===== src/design/irab_pkg.sv =====
// Shared constants, types and helpers of the interrupt response and address break block
package irab_pkg;

  // Clock and state timing; one CPU state is one or more system cycles
  localparam int CLK_NS = 4;
  localparam int STATE_NS = 4;
  localparam int CYC_PER_STATE = (STATE_NS + CLK_NS - 1) / CLK_NS;

  // Response-time components in states
  localparam int RES_EXT_STATES = 3;
  localparam int RES_INT_STATES = 2;
  localparam int SI_STATES = 1;
  localparam int SK_STATES = 1;
  localparam int INTERNAL_STATES = 2;
  localparam int MASK_DELAY_STATES = 2;

  // Same components in clock cycles
  localparam int RES_EXT_CYC = RES_EXT_STATES * CYC_PER_STATE;
  localparam int RES_INT_CYC = RES_INT_STATES * CYC_PER_STATE;
  localparam int STACK_CYC = 2 * SK_STATES * CYC_PER_STATE;
  localparam int VEC_NORM_CYC = SI_STATES * CYC_PER_STATE;
  localparam int VEC_ADV_CYC = 2 * SI_STATES * CYC_PER_STATE;
  localparam int FETCH_CYC = 2 * SI_STATES * CYC_PER_STATE;
  localparam int INTERNAL_CYC = INTERNAL_STATES * CYC_PER_STATE;
  localparam int MASK_DELAY_CYC = MASK_DELAY_STATES * CYC_PER_STATE;

  // Register byte offsets
  localparam logic [3:0] REG_CTRL = 4'h0;
  localparam logic [3:0] REG_BAR = 4'h4;
  localparam logic [3:0] REG_STAT = 4'h8;

  // Field positions
  localparam int CTRL_EN_BIT = 0;
  localparam int CTRL_FLAG_BIT = 1;
  localparam int BAR_LSB = 1;
  localparam int BAR_MSB = 23;
  localparam int NORMAL_MSB = 15;

  // Reset values
  localparam logic CTRL_EN_RST = 1'b0;
  localparam logic CTRL_FLAG_RST = 1'b0;
  localparam logic [22:0] BAR_RST = 23'h000000;
  localparam logic MASK_I_RST = 1'b1;
  localparam logic MASK_UI_RST = 1'b0;

  typedef enum logic [2:0] {
    ST_IDLE = 3'b000,
    ST_RESOLVE = 3'b001,
    ST_WAIT = 3'b010,
    ST_STACK = 3'b011,
    ST_VECTOR = 3'b100,
    ST_FETCH = 3'b101,
    ST_INTERNAL = 3'b110
  } irab_state_e;

  typedef enum logic [2:0] {
    SRC_NONE = 3'b000,
    SRC_NMI = 3'b001,
    SRC_BRK = 3'b010,
    SRC_EXT = 3'b011,
    SRC_INT = 3'b100
  } irab_src_e;

  // Prefetch as seen by the comparator
  typedef struct packed {
    logic valid;
    logic first_byte;
    logic [23:0] addr;
  } irab_fetch_s;

  // CPU execution status
  typedef struct packed {
    logic insn_done;
    logic ccr_write;
    logic new_i;
    logic new_ui;
    logic byte_move;
    logic word_break;
    logic adv_mode;
    logic intm1;
  } irab_cpu_s;

  // Highest-priority request: bit0 nmi, bit1 break, bit2 external, bit3 internal
  function automatic irab_src_e irab_pick(input logic [3:0] req);
    irab_src_e s;
    s = SRC_NONE;
    if (req[0]) s = SRC_NMI;
    else if (req[1]) s = SRC_BRK;
    else if (req[2]) s = SRC_EXT;
    else if (req[3]) s = SRC_INT;
    return s;
  endfunction : irab_pick

  // Request vector bit of a source
  function automatic logic [3:0] irab_onehot(input irab_src_e s);
    logic [3:0] v;
    v = 4'h0;
    case (s)
      SRC_NMI: v = 4'h1;
      SRC_BRK: v = 4'h2;
      SRC_EXT: v = 4'h4;
      SRC_INT: v = 4'h8;
      default: v = 4'h0;
    endcase
    return v;
  endfunction : irab_onehot

endpackage : irab_pkg


===== src/design/irab_brk_cmp.sv =====
// Address break comparator on CPU instruction prefetch
`timescale 1ns/1ns
module irab_brk_cmp import irab_pkg::*; (
  // Clock, reset, enable
  input wire logic clock_in,
  input wire logic rst_in,
  input wire logic ce_in,
  // Setup
  input wire logic enable_in,
  input wire logic adv_mode_in,
  input wire logic [22:0] bar_in,
  input wire irab_fetch_s fetch_in,
  // Result
  output logic hit_out
);

  logic addr_eq;

  // Normal mode drops the upper address byte from the compare
  always_comb begin
    if (adv_mode_in) addr_eq = (fetch_in.addr[BAR_MSB:BAR_LSB] == bar_in); // [RL8]
    else addr_eq = (fetch_in.addr[NORMAL_MSB:BAR_LSB] == bar_in[NORMAL_MSB-1:0]); // [RL12]
  end

  // Registered hit; only first bytes of instructions qualify
  always_ff @(posedge clock_in or posedge rst_in) begin
    if (rst_in) hit_out <= 1'b0;
    else if (ce_in) hit_out <= fetch_in.valid & fetch_in.first_byte & enable_in & addr_eq; // [RL5] [RL9] [RL11]
  end

  a_no_hit_disabled: assert property (@(posedge clock_in) disable iff (rst_in)
    ce_in && !enable_in |=> !hit_out) else $error("break hit while disabled"); // [RL9]

  a_no_hit_inside: assert property (@(posedge clock_in) disable iff (rst_in)
    ce_in && !fetch_in.first_byte |=> !hit_out) else $error("hit inside instruction"); // [RL11]

endmodule : irab_brk_cmp


===== src/design/irab_resolve.sv =====
// Priority resolution with source-dependent latency
`timescale 1ns/1ns
module irab_resolve import irab_pkg::*; (
  // Clock, reset, enable
  input wire logic clock_in,
  input wire logic rst_in,
  input wire logic ce_in,
  // Request side
  input wire logic start_in,
  input wire logic [3:0] req_in,
  // Result
  output logic done_out,
  output irab_src_e src_out
);

  logic busy;
  logic [2:0] cnt;
  logic [2:0] last;

  // Winner captured at start; external pins take one more state than internal sources
  always_ff @(posedge clock_in or posedge rst_in) begin
    if (rst_in) begin
      busy <= 1'b0;
      cnt <= 3'h0;
      last <= 3'h0;
      src_out <= SRC_NONE;
    end else if (ce_in) begin
      if (start_in) begin
        busy <= 1'b1;
        cnt <= 3'h0;
        src_out <= irab_pick(req_in);
        if (irab_pick(req_in) == SRC_NMI || irab_pick(req_in) == SRC_EXT)
          last <= 3'(RES_EXT_CYC - 1); // [RL1]
        else last <= 3'(RES_INT_CYC - 1); // [RL1]
      end else if (busy) begin
        cnt <= cnt + 3'h1;
        if (cnt == last) busy <= 1'b0;
      end
    end
  end

  assign done_out = busy & (cnt == last);

  // Counted only while the clock enable runs, since a frozen resolver stretches the wait
  a_resolve_ext: assert property (@(posedge clock_in) disable iff (rst_in)
    start_in && ce_in && req_in[0] ##1 ce_in[*2]
    |-> (!$past(done_out) && !done_out) ##1 done_out)
    else $error("external resolve not three states"); // [RL1]

endmodule : irab_resolve


===== src/design/irab_top.sv =====
// Interrupt response sequencer and address break unit with Avalon-MM registers
//
// How it works
// RL1 - Resolution takes three states for pin requests, two for internal sources.
// RL2 - Entry waits until the executing instruction ends, at least one state.
// RL3 - Entry is stack save, vector fetch, routine prefetch and two internal states.
// RL4 - Each internal-memory fetch or stack access counts one state.
// RL5 - A prefetch of the break address raises a break request.
// RL6 - Accepted break starts handling only after the current instruction completes.
// RL7 - Mask bits never hold back an address break request.
// RL8 - Software loads break address bits 23 to 1; bit 0 not compared.
// RL9 - No break request while the break enable bit is zero; a match flag set before the bit is cleared still drives the request.
// RL10 - A satisfied break sets the match flag, which drives the request.
// RL11 - Only the first byte of an instruction can match.
// RL12 - Normal mode ignores address bits 23 to 16 in the compare.
// RL13 - Software avoids break addresses right after branches or returns.
// RL14 - Requests held through instruction end; a higher one displaces a lower.
// RL15 - After a control register load or logic op, no interrupt accepted.
// RL16 - New mask values from such instructions apply two states later.
// RL17 - Byte-count block move accepts nothing until the move ends.
// RL18 - Word-count block move accepts at a break between transfer cycles.
// RL19 - Software reads then clears pin flags after reset.
// RL20 - Entry in mode 1 sets both mask bits, mode 0 the main one.
// RL21 - Non-maskable and break requests always accepted except reset or standby; code also holds them off after control register loads and byte moves.
// RL22 - Match flag stays set until read as one then written zero.
`timescale 1ns/1ns
module irab_top import irab_pkg::*; (
  // Clock, reset, enable
  input wire logic clock_in,
  input wire logic rst_in,
  input wire logic ce_in,
  input wire logic standby_in,
  // Avalon-MM slave
  input wire logic [3:0] avs_address_in,
  input wire logic avs_read_in,
  input wire logic avs_write_in,
  input wire logic [31:0] avs_writedata_in,
  input wire logic [3:0] avs_byteenable_in,
  output logic [31:0] avs_readdata_out,
  output logic avs_waitrequest_out,
  // Interrupt sources
  input wire logic nmi_in,
  input wire logic ext_req_in,
  input wire logic ext_level1_in,
  input wire logic int_req_in,
  // CPU side
  input wire irab_fetch_s fetch_in,
  input wire irab_cpu_s cpu_in,
  output irab_state_e phase_out,
  output irab_src_e src_out,
  output logic mask_i_out,
  output logic mask_ui_out,
  output logic brk_req_out
);

  irab_state_e state;
  irab_src_e src;
  irab_src_e res_src;
  irab_src_e final_src;
  logic [4:0] cnt;
  logic [4:0] vec_last;
  logic [3:0] elig;
  logic res_start;
  logic res_done;
  logic accept;
  logic hit;
  logic brk_en;
  logic brk_flag;
  logic brk_taken;
  logic clr_armed;
  logic [22:0] bar;
  logic ack;
  logic wr_ok;
  logic rd_ok;
  logic [MASK_DELAY_CYC-1:0] md_v;
  logic [MASK_DELAY_CYC-1:0] md_i;
  logic [MASK_DELAY_CYC-1:0] md_ui;
  logic flag_wr_zero;

  // Comparator
  irab_brk_cmp u_cmp (
    .clock_in(clock_in),
    .rst_in(rst_in),
    .ce_in(ce_in),
    .enable_in(brk_en),
    .adv_mode_in(cpu_in.adv_mode),
    .bar_in(bar),
    .fetch_in(fetch_in),
    .hit_out(hit)
  );

  // Priority resolver
  irab_resolve u_res (
    .clock_in(clock_in),
    .rst_in(rst_in),
    .ce_in(ce_in),
    .start_in(res_start),
    .req_in(elig),
    .done_out(res_done),
    .src_out(res_src)
  );

  // Bus handshake: one wait state, so every access answers on its second cycle
  // A frozen cycle keeps the master waiting, else a write could be lost
  assign avs_waitrequest_out = (avs_read_in | avs_write_in) & ~(ack & ce_in);
  assign wr_ok = avs_write_in & ack;
  assign rd_ok = avs_read_in & ~ack;

  always_ff @(posedge clock_in or posedge rst_in) begin
    if (rst_in) ack <= 1'b0;
    else if (ce_in) ack <= (avs_read_in | avs_write_in) & ~ack;
  end

  // Read data captured ahead of the answering edge; unmapped words read zero
  always_ff @(posedge clock_in or posedge rst_in) begin
    if (rst_in) avs_readdata_out <= 32'h00000000;
    else if (ce_in && rd_ok) begin
      case (avs_address_in)
        REG_CTRL: avs_readdata_out <= {30'h00000000, brk_flag, brk_en};
        REG_BAR: avs_readdata_out <= {8'h00, bar, 1'b0}; // [RL8]
        REG_STAT: avs_readdata_out <= {24'h000000, mask_ui_out, mask_i_out, src, state};
        default: avs_readdata_out <= 32'h00000000;
      endcase
    end
  end

  // Break enable and break address
  always_ff @(posedge clock_in or posedge rst_in) begin
    if (rst_in) begin
      brk_en <= CTRL_EN_RST;
      bar <= BAR_RST;
    end else if (ce_in && wr_ok) begin
      if (avs_address_in == REG_CTRL && avs_byteenable_in[0])
        brk_en <= avs_writedata_in[CTRL_EN_BIT]; // [RL9]
      if (avs_address_in == REG_BAR) begin
        // Bit 0 of the word is not part of the compared address
        if (avs_byteenable_in[0]) bar[6:0] <= avs_writedata_in[7:1]; // [RL8]
        if (avs_byteenable_in[1]) bar[14:7] <= avs_writedata_in[15:8];
        if (avs_byteenable_in[2]) bar[22:15] <= avs_writedata_in[23:16];
      end
    end
  end

  assign flag_wr_zero = wr_ok & (avs_address_in == REG_CTRL) & avs_byteenable_in[0]
                      & ~avs_writedata_in[CTRL_FLAG_BIT];

  // Clear is armed by a read that saw the flag high
  always_ff @(posedge clock_in or posedge rst_in) begin
    if (rst_in) clr_armed <= 1'b0;
    else if (ce_in) begin
      if (flag_wr_zero) clr_armed <= 1'b0;
      else if (rd_ok && avs_address_in == REG_CTRL && brk_flag) clr_armed <= 1'b1; // [RL22]
    end
  end

  // Match flag: a hit in the clearing cycle wins over the clear
  always_ff @(posedge clock_in or posedge rst_in) begin
    if (rst_in) brk_flag <= CTRL_FLAG_RST;
    else if (ce_in) begin
      if (hit) brk_flag <= 1'b1; // [RL10]
      else if (flag_wr_zero && clr_armed) brk_flag <= 1'b0; // [RL22]
    end
  end

  // A serviced break is not re-entered until software clears the flag,
  // which would otherwise trap the CPU since masks cannot stop it
  always_ff @(posedge clock_in or posedge rst_in) begin
    if (rst_in) brk_taken <= 1'b0;
    else if (ce_in) begin
      if (accept && final_src == SRC_BRK) brk_taken <= 1'b1;
      else if (!brk_flag) brk_taken <= 1'b0;
    end
  end

  assign brk_req_out = brk_flag & ~brk_taken; // [RL10]

  // Eligible requests after masking; nmi and break ignore both mask bits
  always_comb begin
    elig[0] = nmi_in; // [RL21]
    elig[1] = brk_req_out; // [RL7]
    elig[2] = ext_req_in & (~mask_i_out | (cpu_in.intm1 & ext_level1_in & ~mask_ui_out));
    elig[3] = int_req_in & ~mask_i_out;
  end

  // Held source stays eligible; a newer higher request displaces it
  assign final_src = irab_pick(elig | irab_onehot(src)); // [RL14]

  assign res_start = (state == ST_IDLE) & (|elig) & ~standby_in;

  // Acceptance point: end of an instruction or a word-move transfer gap
  assign accept = (state == ST_WAIT) & ~standby_in
                & ~cpu_in.ccr_write // [RL15]
                & ~cpu_in.byte_move // [RL17]
                & (cpu_in.insn_done | cpu_in.word_break); // [RL2] [RL6] [RL18]

  assign vec_last = cpu_in.adv_mode ? 5'(VEC_ADV_CYC - 1) : 5'(VEC_NORM_CYC - 1); // [RL3]

  // Entry sequencer; standby and reset hold it idle
  always_ff @(posedge clock_in or posedge rst_in) begin
    if (rst_in) begin
      state <= ST_IDLE;
      cnt <= 5'h00;
    end else if (ce_in) begin
      if (standby_in) begin
        state <= ST_IDLE; // [RL21]
        cnt <= 5'h00;
      end else begin
        case (state)
          ST_IDLE: begin
            if (res_start) state <= ST_RESOLVE;
          end
          ST_RESOLVE: begin
            if (res_done) state <= ST_WAIT; // [RL1]
          end
          ST_WAIT: begin
            if (accept) begin
              state <= ST_STACK;
              cnt <= 5'h00;
            end
          end
          ST_STACK: begin
            cnt <= cnt + 5'h01;
            if (cnt == 5'(STACK_CYC - 1)) begin // [RL3] [RL4]
              state <= ST_VECTOR;
              cnt <= 5'h00;
            end
          end
          ST_VECTOR: begin
            cnt <= cnt + 5'h01;
            if (cnt == vec_last) begin // [RL3]
              state <= ST_FETCH;
              cnt <= 5'h00;
            end
          end
          ST_FETCH: begin
            cnt <= cnt + 5'h01;
            if (cnt == 5'(FETCH_CYC - 1)) begin // [RL4]
              state <= ST_INTERNAL;
              cnt <= 5'h00;
            end
          end
          ST_INTERNAL: begin
            cnt <= cnt + 5'h01;
            if (cnt == 5'(INTERNAL_CYC - 1)) begin // [RL3]
              state <= ST_IDLE;
              cnt <= 5'h00;
            end
          end
          default: begin
            state <= ST_IDLE;
            cnt <= 5'h00;
          end
        endcase
      end
    end
  end

  // Source latched from the resolver, revised at acceptance
  always_ff @(posedge clock_in or posedge rst_in) begin
    if (rst_in) src <= SRC_NONE;
    else if (ce_in) begin
      if (standby_in) src <= SRC_NONE;
      else if (state == ST_RESOLVE && res_done) src <= res_src;
      else if (accept) src <= final_src; // [RL14]
      else if (state == ST_IDLE) src <= SRC_NONE;
    end
  end

  // Delay line for mask loads from control register instructions
  always_ff @(posedge clock_in or posedge rst_in) begin
    if (rst_in) begin
      md_v <= '0;
      md_i <= '0;
      md_ui <= '0;
    end else if (ce_in) begin
      md_v <= {md_v[MASK_DELAY_CYC-2:0], cpu_in.ccr_write}; // [RL16]
      md_i <= {md_i[MASK_DELAY_CYC-2:0], cpu_in.new_i};
      md_ui <= {md_ui[MASK_DELAY_CYC-2:0], cpu_in.new_ui};
    end
  end

  // Effective masks: entry sets the main mask, in mode 1 both; a delayed load replaces them
  always_ff @(posedge clock_in or posedge rst_in) begin
    if (rst_in) begin
      mask_i_out <= MASK_I_RST;
      mask_ui_out <= MASK_UI_RST;
    end else if (ce_in) begin
      if (state == ST_STACK && cnt == 5'h00) begin
        mask_i_out <= 1'b1; // [RL20]
        if (cpu_in.intm1) mask_ui_out <= 1'b1; // [RL20]
      end else if (md_v[MASK_DELAY_CYC-1]) begin
        mask_i_out <= md_i[MASK_DELAY_CYC-1]; // [RL16]
        mask_ui_out <= md_ui[MASK_DELAY_CYC-1];
      end
    end
  end

  assign phase_out = state;
  assign src_out = src;

  a_ccr_blocks_all: assert property (@(posedge clock_in) disable iff (rst_in)
    ce_in && state == ST_WAIT && cpu_in.ccr_write && !standby_in |=> state == ST_WAIT)
    else $error("interrupt taken after control register instruction"); // [RL15]

  a_byte_move_hold: assert property (@(posedge clock_in) disable iff (rst_in)
    ce_in && state == ST_WAIT && cpu_in.byte_move && !standby_in |=> state == ST_WAIT)
    else $error("interrupt taken during byte move"); // [RL17]

  a_entry_normal: assert property (@(posedge clock_in) disable iff (rst_in)
    ce_in && accept && !cpu_in.adv_mode ##1 (ce_in && !standby_in && !cpu_in.adv_mode)[*7]
    |-> $past(state == ST_STACK, 6) && $past(state == ST_VECTOR, 4)
        && $past(state == ST_FETCH, 2) && state == ST_INTERNAL)
    else $error("normal mode entry sequence length wrong"); // [RL3]

  a_entry_adv_vec: assert property (@(posedge clock_in) disable iff (rst_in)
    ce_in && state == ST_STACK && cnt == 5'(STACK_CYC - 1) && cpu_in.adv_mode && !standby_in
    ##1 (ce_in && cpu_in.adv_mode && !standby_in)[*2] |=> state == ST_FETCH)
    else $error("advanced vector fetch not two states"); // [RL3]

  a_mask_delay: assert property (@(posedge clock_in) disable iff (rst_in)
    (ce_in && cpu_in.ccr_write ##1 ce_in ##1 ce_in && state != ST_STACK)
    |=> mask_i_out == $past(cpu_in.new_i, 3))
    else $error("mask load not applied two states later"); // [RL16]

  a_mask_hold_early: assert property (@(posedge clock_in) disable iff (rst_in)
    ce_in && cpu_in.ccr_write && !md_v[0] && !md_v[MASK_DELAY_CYC-1] && state != ST_STACK
    |=> $stable(mask_i_out))
    else $error("mask load applied too early"); // [RL16]

  a_entry_masks: assert property (@(posedge clock_in) disable iff (rst_in)
    ce_in && state == ST_STACK && cnt == 5'h00 && cpu_in.intm1 && !standby_in
    |=> mask_i_out && mask_ui_out)
    else $error("entry did not set both masks"); // [RL20]

  a_flag_sticky: assert property (@(posedge clock_in) disable iff (rst_in)
    brk_flag && !(flag_wr_zero && clr_armed) |=> brk_flag)
    else $error("match flag dropped without software clear"); // [RL22]

  a_hit_sets_flag: assert property (@(posedge clock_in) disable iff (rst_in)
    ce_in && hit |=> brk_flag && brk_req_out | brk_taken)
    else $error("break hit did not set the flag"); // [RL10]

  a_brk_unmasked: assert property (@(posedge clock_in) disable iff (rst_in)
    ce_in && state == ST_IDLE && brk_req_out && !standby_in |=> state == ST_RESOLVE)
    else $error("break request not taken with masks set"); // [RL7]

  a_standby_idle: assert property (@(posedge clock_in) disable iff (rst_in)
    ce_in && standby_in |=> state == ST_IDLE)
    else $error("sequencer active in standby"); // [RL21]

endmodule : irab_top


===== config.mk =====
export PLATFORM = sky130hd
export DESIGN_NAME = irab_top
export DESIGN_NICKNAME = d
export VERILOG_FILES = /design/src/design/irab_pkg.sv /design/src/design/irab_brk_cmp.sv /design/src/design/irab_resolve.sv /design/src/design/irab_top.sv
export SDC_FILE = /design/constraint.sdc
export NUM_CORES = 1
export LEC_CHECK = 0
export ABC_AREA = 0
export BUFFER_PORTS_ARGS = -buffer_cell sky130_fd_sc_hd__buf_2
export CAP_MARGIN = 20
export CORE_UTILIZATION = 35
export DETAILED_ROUTE_END_ITERATION = 10
export PLACE_DENSITY = 0.56
export SLEW_MARGIN = 20
export SYNTH_ARGS = -nofsm -noshare
export SYNTH_HDL_FRONTEND = slang
export SYNTH_SLANG_ARGS = --single-unit

===== constraint.sdc =====
create_clock -name clock_in -period 5.85 [get_ports clock_in]
set_clock_uncertainty 0.05 [all_clocks]
set_input_delay 1.17 -clock clock_in [delete_from_list [all_inputs] [get_ports clock_in]]
set_output_delay 1.17 -clock clock_in [all_outputs]
set_load 0.02 [all_outputs]

==> results.md, run 1 <==
- Maximum Capacitance Violations: 0
- Worst Max-Slew Pin Slew: 1090 ps
- Cell repeated most along the worst path: sky130_fd_sc_hd__buf_2
- Wire length of the first global-routing pass: 17400 um
- Detailed-route via count: 3376
- Static leakage: 2.36 nW
- Violated checks: DRC
- R2r worst-path depth: 5
- Antenna violations before repair: 1
- Worst Hold Endpoint: avs_readdata_out[7]$_DFFE_PP0P_
- Initial Utilization: 36.3%
- Part of the Yosys area used for sequential elements: 48.3%
- Final setup violating endpoints: 0
- Critical path, cell by cell: buf_2 -> a21oi_1 -> buf_2
- Diode count: 0
- Met2 Usage GRT: 28.6%
- Setup repair after global routing missed its margin: false
- Total standard cell area after synthesis: 4200 sq um
- End of the worst register-to-register path: src_out[1]$_DFFE_PP0P_
- Global-route track usage on met1: 23.1%
- DIE HEIGHT: 112 um
- Crit path max-delay cell type: sky130_fd_sc_hd__buf_2
- Cell count of the worst hold path: 2
- Total power of the final layout: 1.62 mW
- Worst IR drop on VDD: 125 uV
- Final ANT Viol Nets: 0
- Remaining max-slew budget at the tightest pin: 26.7%
- Maximum buffer depth of the clock tree: 2
- Run status: complete, but fails checks
- DRC violations left: 9
- Highest-count cells in the layout ignoring fill and taps: sky130_fd_sc_hd__buf_2, sky130_fd_sc_hd__dfrtp_1, sky130_fd_sc_hd__nand2_1, sky130_fd_sc_hd__o21ai_0, sky130_fd_sc_hd__mux2_2
- Floorplan die area: 12400 sq um
- Routability congestion estimate: 0.791
- Leading cell type in the layout, fill and taps excluded: sky130_fd_sc_hd__buf_2
- Fill cell total of the finished layout: 1145
- Yosys warning count: 0
- Clock root buffer master: sky130_fd_sc_hd__clkbuf_16
- Overflow left after global routing: 0
- GR peak layer: met2
- Sinks on the clock net: 81
- Worst min path class: reg2reg
- Post-CTS Resized: 0
- Port Buffer Count: 107
- Vias in the first global route: 3480
- Number of standard-cell rows in the floorplan: 39
- Worst setup EP type: output pin
- Min Hold Slack: 426 ps
- Final Hold Vio Count: 0
- Count of TritonRoute iterations in the first routing pass: 8
- Final Non-Filler Cells: 660
- Wirelength per Cell: 16.0 um
- Avg Inst Size Synth: 10.2 sq um
- Proportion of register bits with asynchronous set or reset after synthesis: 100%
- Total instance count after detailed placement: 644
- Pin count of the biggest net entering global routing: 52
- Deepest level of the CTS H-tree: 3
- Number of setup buffers added after CTS: 0
- Placeable core region: 11600 sq um
- Final critical-path share of the clock period: 54.6%
- Worst Min Path Start: avs_readdata_out[7]$_DFFE_PP0P_
- CTS tree: done
- Synthesized instance count: 410
- Flops & latches, synth: 81
- Startpoint class of the critical path: input port
- Reg-to-reg setup timing slack: 3540 ps
- Die extent in x: 112 um
- CTS Buf Count: 9
- Critical path peak fanout: 25
- Post-DP HPWL: 7740 um
- Hold buffers post-CTS: 0
- Data arrival time of the critical path: 1980 ps
- Top achievable clock speed: 313 MHz
- Power Dens Cells: 318 nW/um^2
- Largest stage delay on the critical path: 420 ps
- Minimum clock period: 3200 ps
- Most instantiated flip-flop cell in the synthesis netlist: sky130_fd_sc_hd__dfrtp_1
- GRT met3 Usage: 3.59%
- Distinct cell type count of the synthesized netlist: 61
- Area growth from synthesis to layout: 21.3%
- Pins over their slew limit: 0
- Number of flops mapped to enable cells by yosys: 0
- Reg2Reg Launch Point: phase_out[1]$_DFFE_PP0P_
- Share of post-route cells with drive strength above 1: 31.9%
- Total wirelength of the detailed-routed design: 10500 um
- Setup_tns: 0 ps
- Post-layout nets: 600
- Detail-routed via count per cell: 5.12
- Count of routing violations after the opening detailed-route iteration: 137
- Clk slew on worst S/H paths: 60 ps
- I/O pin cnt: 126
- Clock latency on the worst-skew pair: 340 ps
- Critical path type: in2out
- Overall track demand over capacity in global routing: 17.8%
- Endpoint required time on the critical path: 4630 ps
==> final cells by class <==
| cell class | instances | area, sq um | area share, % |
|---|---|---|---|
| clock inverters | 4 | 30.0 | 0.590 |
| inverters | 13 | 50.0 | 0.983 |
| well taps | 143 | 179 | 3.51 |
| flip-flops and latches | 81 | 2030 | 39.8 |
| multi-input cells | 297 | 2010 | 39.5 |
| clock buffers | 12 | 236 | 4.64 |
| repair buffers | 110 | 558 | 11.0 |
==> kinds of logic after synthesis <==
kind of cell / share of synthesized area, %
AND/OR/NAND/NOR: 15.8
flip-flops: 48.3
AO/OA/AOI/OAI: 14.5
multiplexers: 10.0
buffers and inverters: 4.41
adder cells (fa/ha/maj): 1.19
XOR/XNOR: 5.63
other: 0.0894
==> power breakdown <==
part	internal, mW	total (mW)	switching, mW
Sequential	0.628	0.731	0.102
Combinational	0.172	0.372	0.199
Clock	0.289	0.517	0.228
Total	1.09	1.62	0.530
==> per-stage QoR <==
stage	instance area [sq um]	setup slack [ps]	util [%]
4_1_cts	5090	2650	44.0
5_1_grt	5090	2600	44.0
3_3_place_gp	4820	2680	41.7
2_1_floorplan	4220	2500	-
6_report	5090	2650	44.0
3_5_place_dp	4820	2650	41.7
==> worst max path at each step <==
stage / endpoint / depth (start not counted) / slack (ps) / start
after detailed placement: cnt[2]$_DFFE_PP0P_ / 6 / 2650 / ce_in
after floorplan: avs_waitrequest_out / 4 / 2500 / ce_in
after CTS: avs_waitrequest_out / 3 / 2650 / ce_in
after global routing: avs_waitrequest_out / 3 / 2600 / ce_in
final: avs_waitrequest_out / 3 / 2650 / ce_in
after global placement: avs_waitrequest_out / 3 / 2680 / ce_in
==> registers in the layout, indices dropped and copies added, names as in the netlist, 3 cells and up <==
name / cells
u_res.cnt: 3
bar: 23
avs_readdata_out: 24
u_res.src_out: 3
phase_out: 3
cnt: 5
src_out: 3
==> synthesized netlist by cell type, types with 7 or more instances <==
| master | count | area, sq um |
|---|---|---|
| sky130_fd_sc_hd__nor2_1 | 19 | 71.3 |
| sky130_fd_sc_hd__dfrtp_1 | 80 | 2000 |
| sky130_fd_sc_hd__o21ai_0 | 33 | 165 |
| sky130_fd_sc_hd__mux2_2 | 31 | 349 |
| sky130_fd_sc_hd__nand2_1 | 59 | 221 |
| sky130_fd_sc_hd__nor3_1 | 7 | 35.0 |
| sky130_fd_sc_hd__inv_1 | 13 | 48.8 |
| sky130_fd_sc_hd__clkbuf_1 | 13 | 48.8 |
| sky130_fd_sc_hd__nand4_1 | 9 | 56.3 |
| sky130_fd_sc_hd__a22oi_1 | 7 | 52.6 |
| sky130_fd_sc_hd__xnor2_1 | 23 | 201 |
| sky130_fd_sc_hd__buf_4 | 9 | 67.6 |
| sky130_fd_sc_hd__a21oi_1 | 14 | 70.1 |
==> per-layer routing <==
metal / share of wire, % / wire length, um
met2: 47 / 4980
met4: 2.6 / 274
met5: 0 / 0
met1: 46 / 4840
met3: 4.1 / 435
==> critical path, delay by kind of cell <==
family / cells / cell delay, ps
buffers and inverters: 2 / 610
AO/OA/AOI/OAI: 1 / 180
Power figures use the tool's default switching activity.
==> run 2, diff against run 1 <==
- clock period: 5.85 -> 3.1 ns (I/O delays scaled with it)
==> results.md, run 2 (synthesis results as in run 1) <==
- Static leakage: 2.41 nW (+2.1%)
- Detailed-route via count: 3358 (-0.53%)
- Final critical-path share of the clock period: 73.6%
- Pin count of the biggest net entering global routing: 47 (-9.6%)
- Switching share of total power: 31.6% (-1.1 points)
- Maximum buffer depth of the clock tree: 2 (unchanged)
- Registers with the most flip-flops: avs_readdata_out x24, bar x23, cnt x5
- Hold buffers post-CTS: 0 (unchanged)
- CTS tree: done
- Worst Max-Slew Pin Slew: 1080 ps (-3.67 ps)
- Critical path, cell by cell: or4b_4 -> nor4_4 -> o41ai_2 -> a22o_1
- DRC violations left: 18 (+9)
- Utilization of the core after routing: 44.7% (+0.70 points)
- Deepest level of the CTS H-tree: 3 (unchanged)
- I/O pin cnt: 126 (unchanged)
- Worst setup EP type: register
- Count of TritonRoute iterations in the first routing pass: 8 (unchanged)
- Reg-to-reg setup timing slack: 820 ps (-2720 ps)
- Clock latency on the worst-skew pair: 340 ps (about the same)
- Fill cell total of the finished layout: 1133 (-1.0%)
- Crit path max-delay cell type: sky130_fd_sc_hd__dfrtp_1
- Minimum clock period: 2280 ps
- Die extent in x: 112 um (unchanged)
- Setup repair after global routing missed its margin: false
- Sinks on the clock net: 81 (unchanged)
- Leading cell type in the layout, fill and taps excluded: sky130_fd_sc_hd__buf_2
- DIE HEIGHT: 112 um (unchanged)
- P_sw: 1.00 mW (+89%)
- Final std cell area, no fill: 5170 sq um (+1.6%)
- Critical path type: reg2reg
- Dpl cell area: 4870 sq um (+1.0%)
- Count of routing violations after the opening detailed-route iteration: 145 (+5.8%)
- Run status: complete, but fails checks
- Overall track demand over capacity in global routing: 17.9% (+0.055 points)
- Final setup violating endpoints: 0 (unchanged)
- Antenna violations before repair: 1 (unchanged)
- Startpoint class of the critical path: register
- Max reg flops: 24 (unchanged)
- Endpoint required time on the critical path: 3270 ps (-1360 ps)
- Pins over their slew limit: 0 (unchanged)
- Number of standard-cell rows in the floorplan: 39 (unchanged)
- Post-CTS Resized: 0 (unchanged)
- Worst IR drop on VDD: 235 uV (+88%)
- Share of post-route cells with drive strength above 1: 32.8% (+0.91 points)
- Wirelength per Cell: 15.9 um (-0.16%)
- Number of setup buffers added after CTS: 0 (unchanged)
- Top achievable clock speed: 438 MHz
- Final ANT Viol Nets: 0 (unchanged)
- Part of the total power dissipated in combinational logic: 22.9% (about the same)
- Remaining max-slew budget at the tightest pin: 26.9% (+0.25 points)
- Setup_tns: 0 ps (unchanged)
- Final Non-Filler Cells: 665 (+0.76%)
- Portion of total power attributed to the clock network: 34.0% (+2.1 points)
- CTS Buf Count: 9 (unchanged)
- Vias in the first global route: 3491 (+0.32%)
- Highest-count cells in the layout ignoring fill and taps: sky130_fd_sc_hd__buf_2, sky130_fd_sc_hd__dfrtp_1, sky130_fd_sc_hd__nand2_1, sky130_fd_sc_hd__o21ai_0, sky130_fd_sc_hd__mux2_2
- Post-DP HPWL: 7870 um (+1.7%)
- Maximum Capacitance Violations: 0 (unchanged)
- Initial Utilization: 36.3% (unchanged)
- Final Hold Vio Count: 0 (unchanged)
- Clk slew on worst S/H paths: 60 ps (about the same)
- Total power of the final layout: 3.17 mW (+96%)
- Critical path peak fanout: 17 (-32%)
- Gate family responsible for the most delay along the worst path: simple AND/OR/NAND/NOR gates
- Area growth from synthesis to layout: 23.3%
- Violated checks: DRC
- Detail-routed via count per cell: 5.05 (-1.3%)
- Power Dens Cells: 614 nW/um^2 (+93%)
- Clock root buffer master: sky130_fd_sc_hd__clkbuf_16
- Reg power frac: 43.2% (-1.9 points)
- Internal power summed over all cells: 2.17 mW (+99%)
- Data arrival time of the critical path: 2460 ps (+480 ps)
- Total instance count after detailed placement: 649 (+0.78%)
- Floorplan die area: 12400 sq um (unchanged)
- Total wirelength of the detailed-routed design: 10600 um (+0.60%)
- Overflow left after global routing: 0 (unchanged)
- Number of buffers and inverters on the critical path: 0 (-2)
- Worst min path class: in2async
- Register ranked first by flip-flop count: avs_readdata_out
- Placeable core region: 11600 sq um (unchanged)
- Post-layout nets: 605 (+0.83%)
- Largest stage delay on the critical path: 690 ps (+270 ps)
- Port Buffer Count: 107 (unchanged)
- Routability congestion estimate: 0.778 (-1.7%)
- Wire length of the first global-routing pass: 17600 um (+0.95%)
[run 2: cell count changes in the layout (fill, tap and decap cells not counted), sizes merged]
cell | before | now
clkbuf | 12 | 11
inv | 12 | 13
bufinv | 0 | 1
buf | 110 | 115
clkinv | 4 | 3
diode | 0 | 1
clkinvlp | 1 | 0
[run 2: path summary, 6_finish.rpt]
kind / start / end / cells after the start
min in group clock_in: avs_readdata_out[7]$_DFFE_PP0P_ / avs_readdata_out[7]$_DFFE_PP0P_ / 2
min reg2reg: avs_readdata_out[7]$_DFFE_PP0P_ / avs_readdata_out[7]$_DFFE_PP0P_ / 2
max in group asynchronous: rst_in / mask_i_out$_DFFE_PP1P_ / 3
min: rst_in / bar[22]$_DFFE_PP0P_ / 2
max: phase_out[1]$_DFFE_PP0P_ / src_out[1]$_DFFE_PP0P_ / 4
max reg2reg: phase_out[1]$_DFFE_PP0P_ / src_out[1]$_DFFE_PP0P_ / 4
[run 2: worst reg2reg max path, stage by stage, from the launching register on]
cell and delay [ps]:
sky130_fd_sc_hd__dfrtp_1 690, sky130_fd_sc_hd__or4b_4 570, sky130_fd_sc_hd__nor4_4 390, sky130_fd_sc_hd__o41ai_2 210, sky130_fd_sc_hd__a22o_1 260
[run 2: routing by layer]
metal	part of all wire, %	vias to the layer above	global-route usage [%]
li1	-	1666	-
met1	46	1595	23.0
met2	47	85	29.6
met3	4.8	12	4.25
met4	1.6	0	6.04
met5	0	-	0
[run 2: area by class of cell]
type / count / area [sq um] / area share [%]
timing repair buffer: 115 / 608 / 11.8
clock inverter: 4 / 52.6 / 1.02
sequential: 81 / 2030 / 39.2
multi-input combinational: 297 / 2010 / 38.8
inverter: 13 / 50.0 / 0.968
antenna: 1 / 2.50 / 0.0484
clock buffer: 11 / 243 / 4.69
tap: 143 / 179 / 3.46
[run 2: through the flow]
step / hold WS [ps] / setup slack, ps
final: 298 / 818
after global routing: 352 / 674
after CTS: 325 / 803
after detailed placement: 415 / 520
after global placement: 408 / 597
after floorplan: 408 / 352
[run 2: power by group through the flow]
| stage | sequential (mW) | clock, mW | combinational (mW) |
|---|---|---|---|
| after detailed placement | 1.39 | 0 | 0.729 |
| after floorplan | 1.34 | 0 | 0.544 |
| after CTS | 1.37 | 1.10 | 0.732 |
| after global placement | 1.38 | 0 | 0.714 |
| final | 1.37 | 1.08 | 0.726 |
| after global routing | 1.40 | 1.15 | 0.810 |
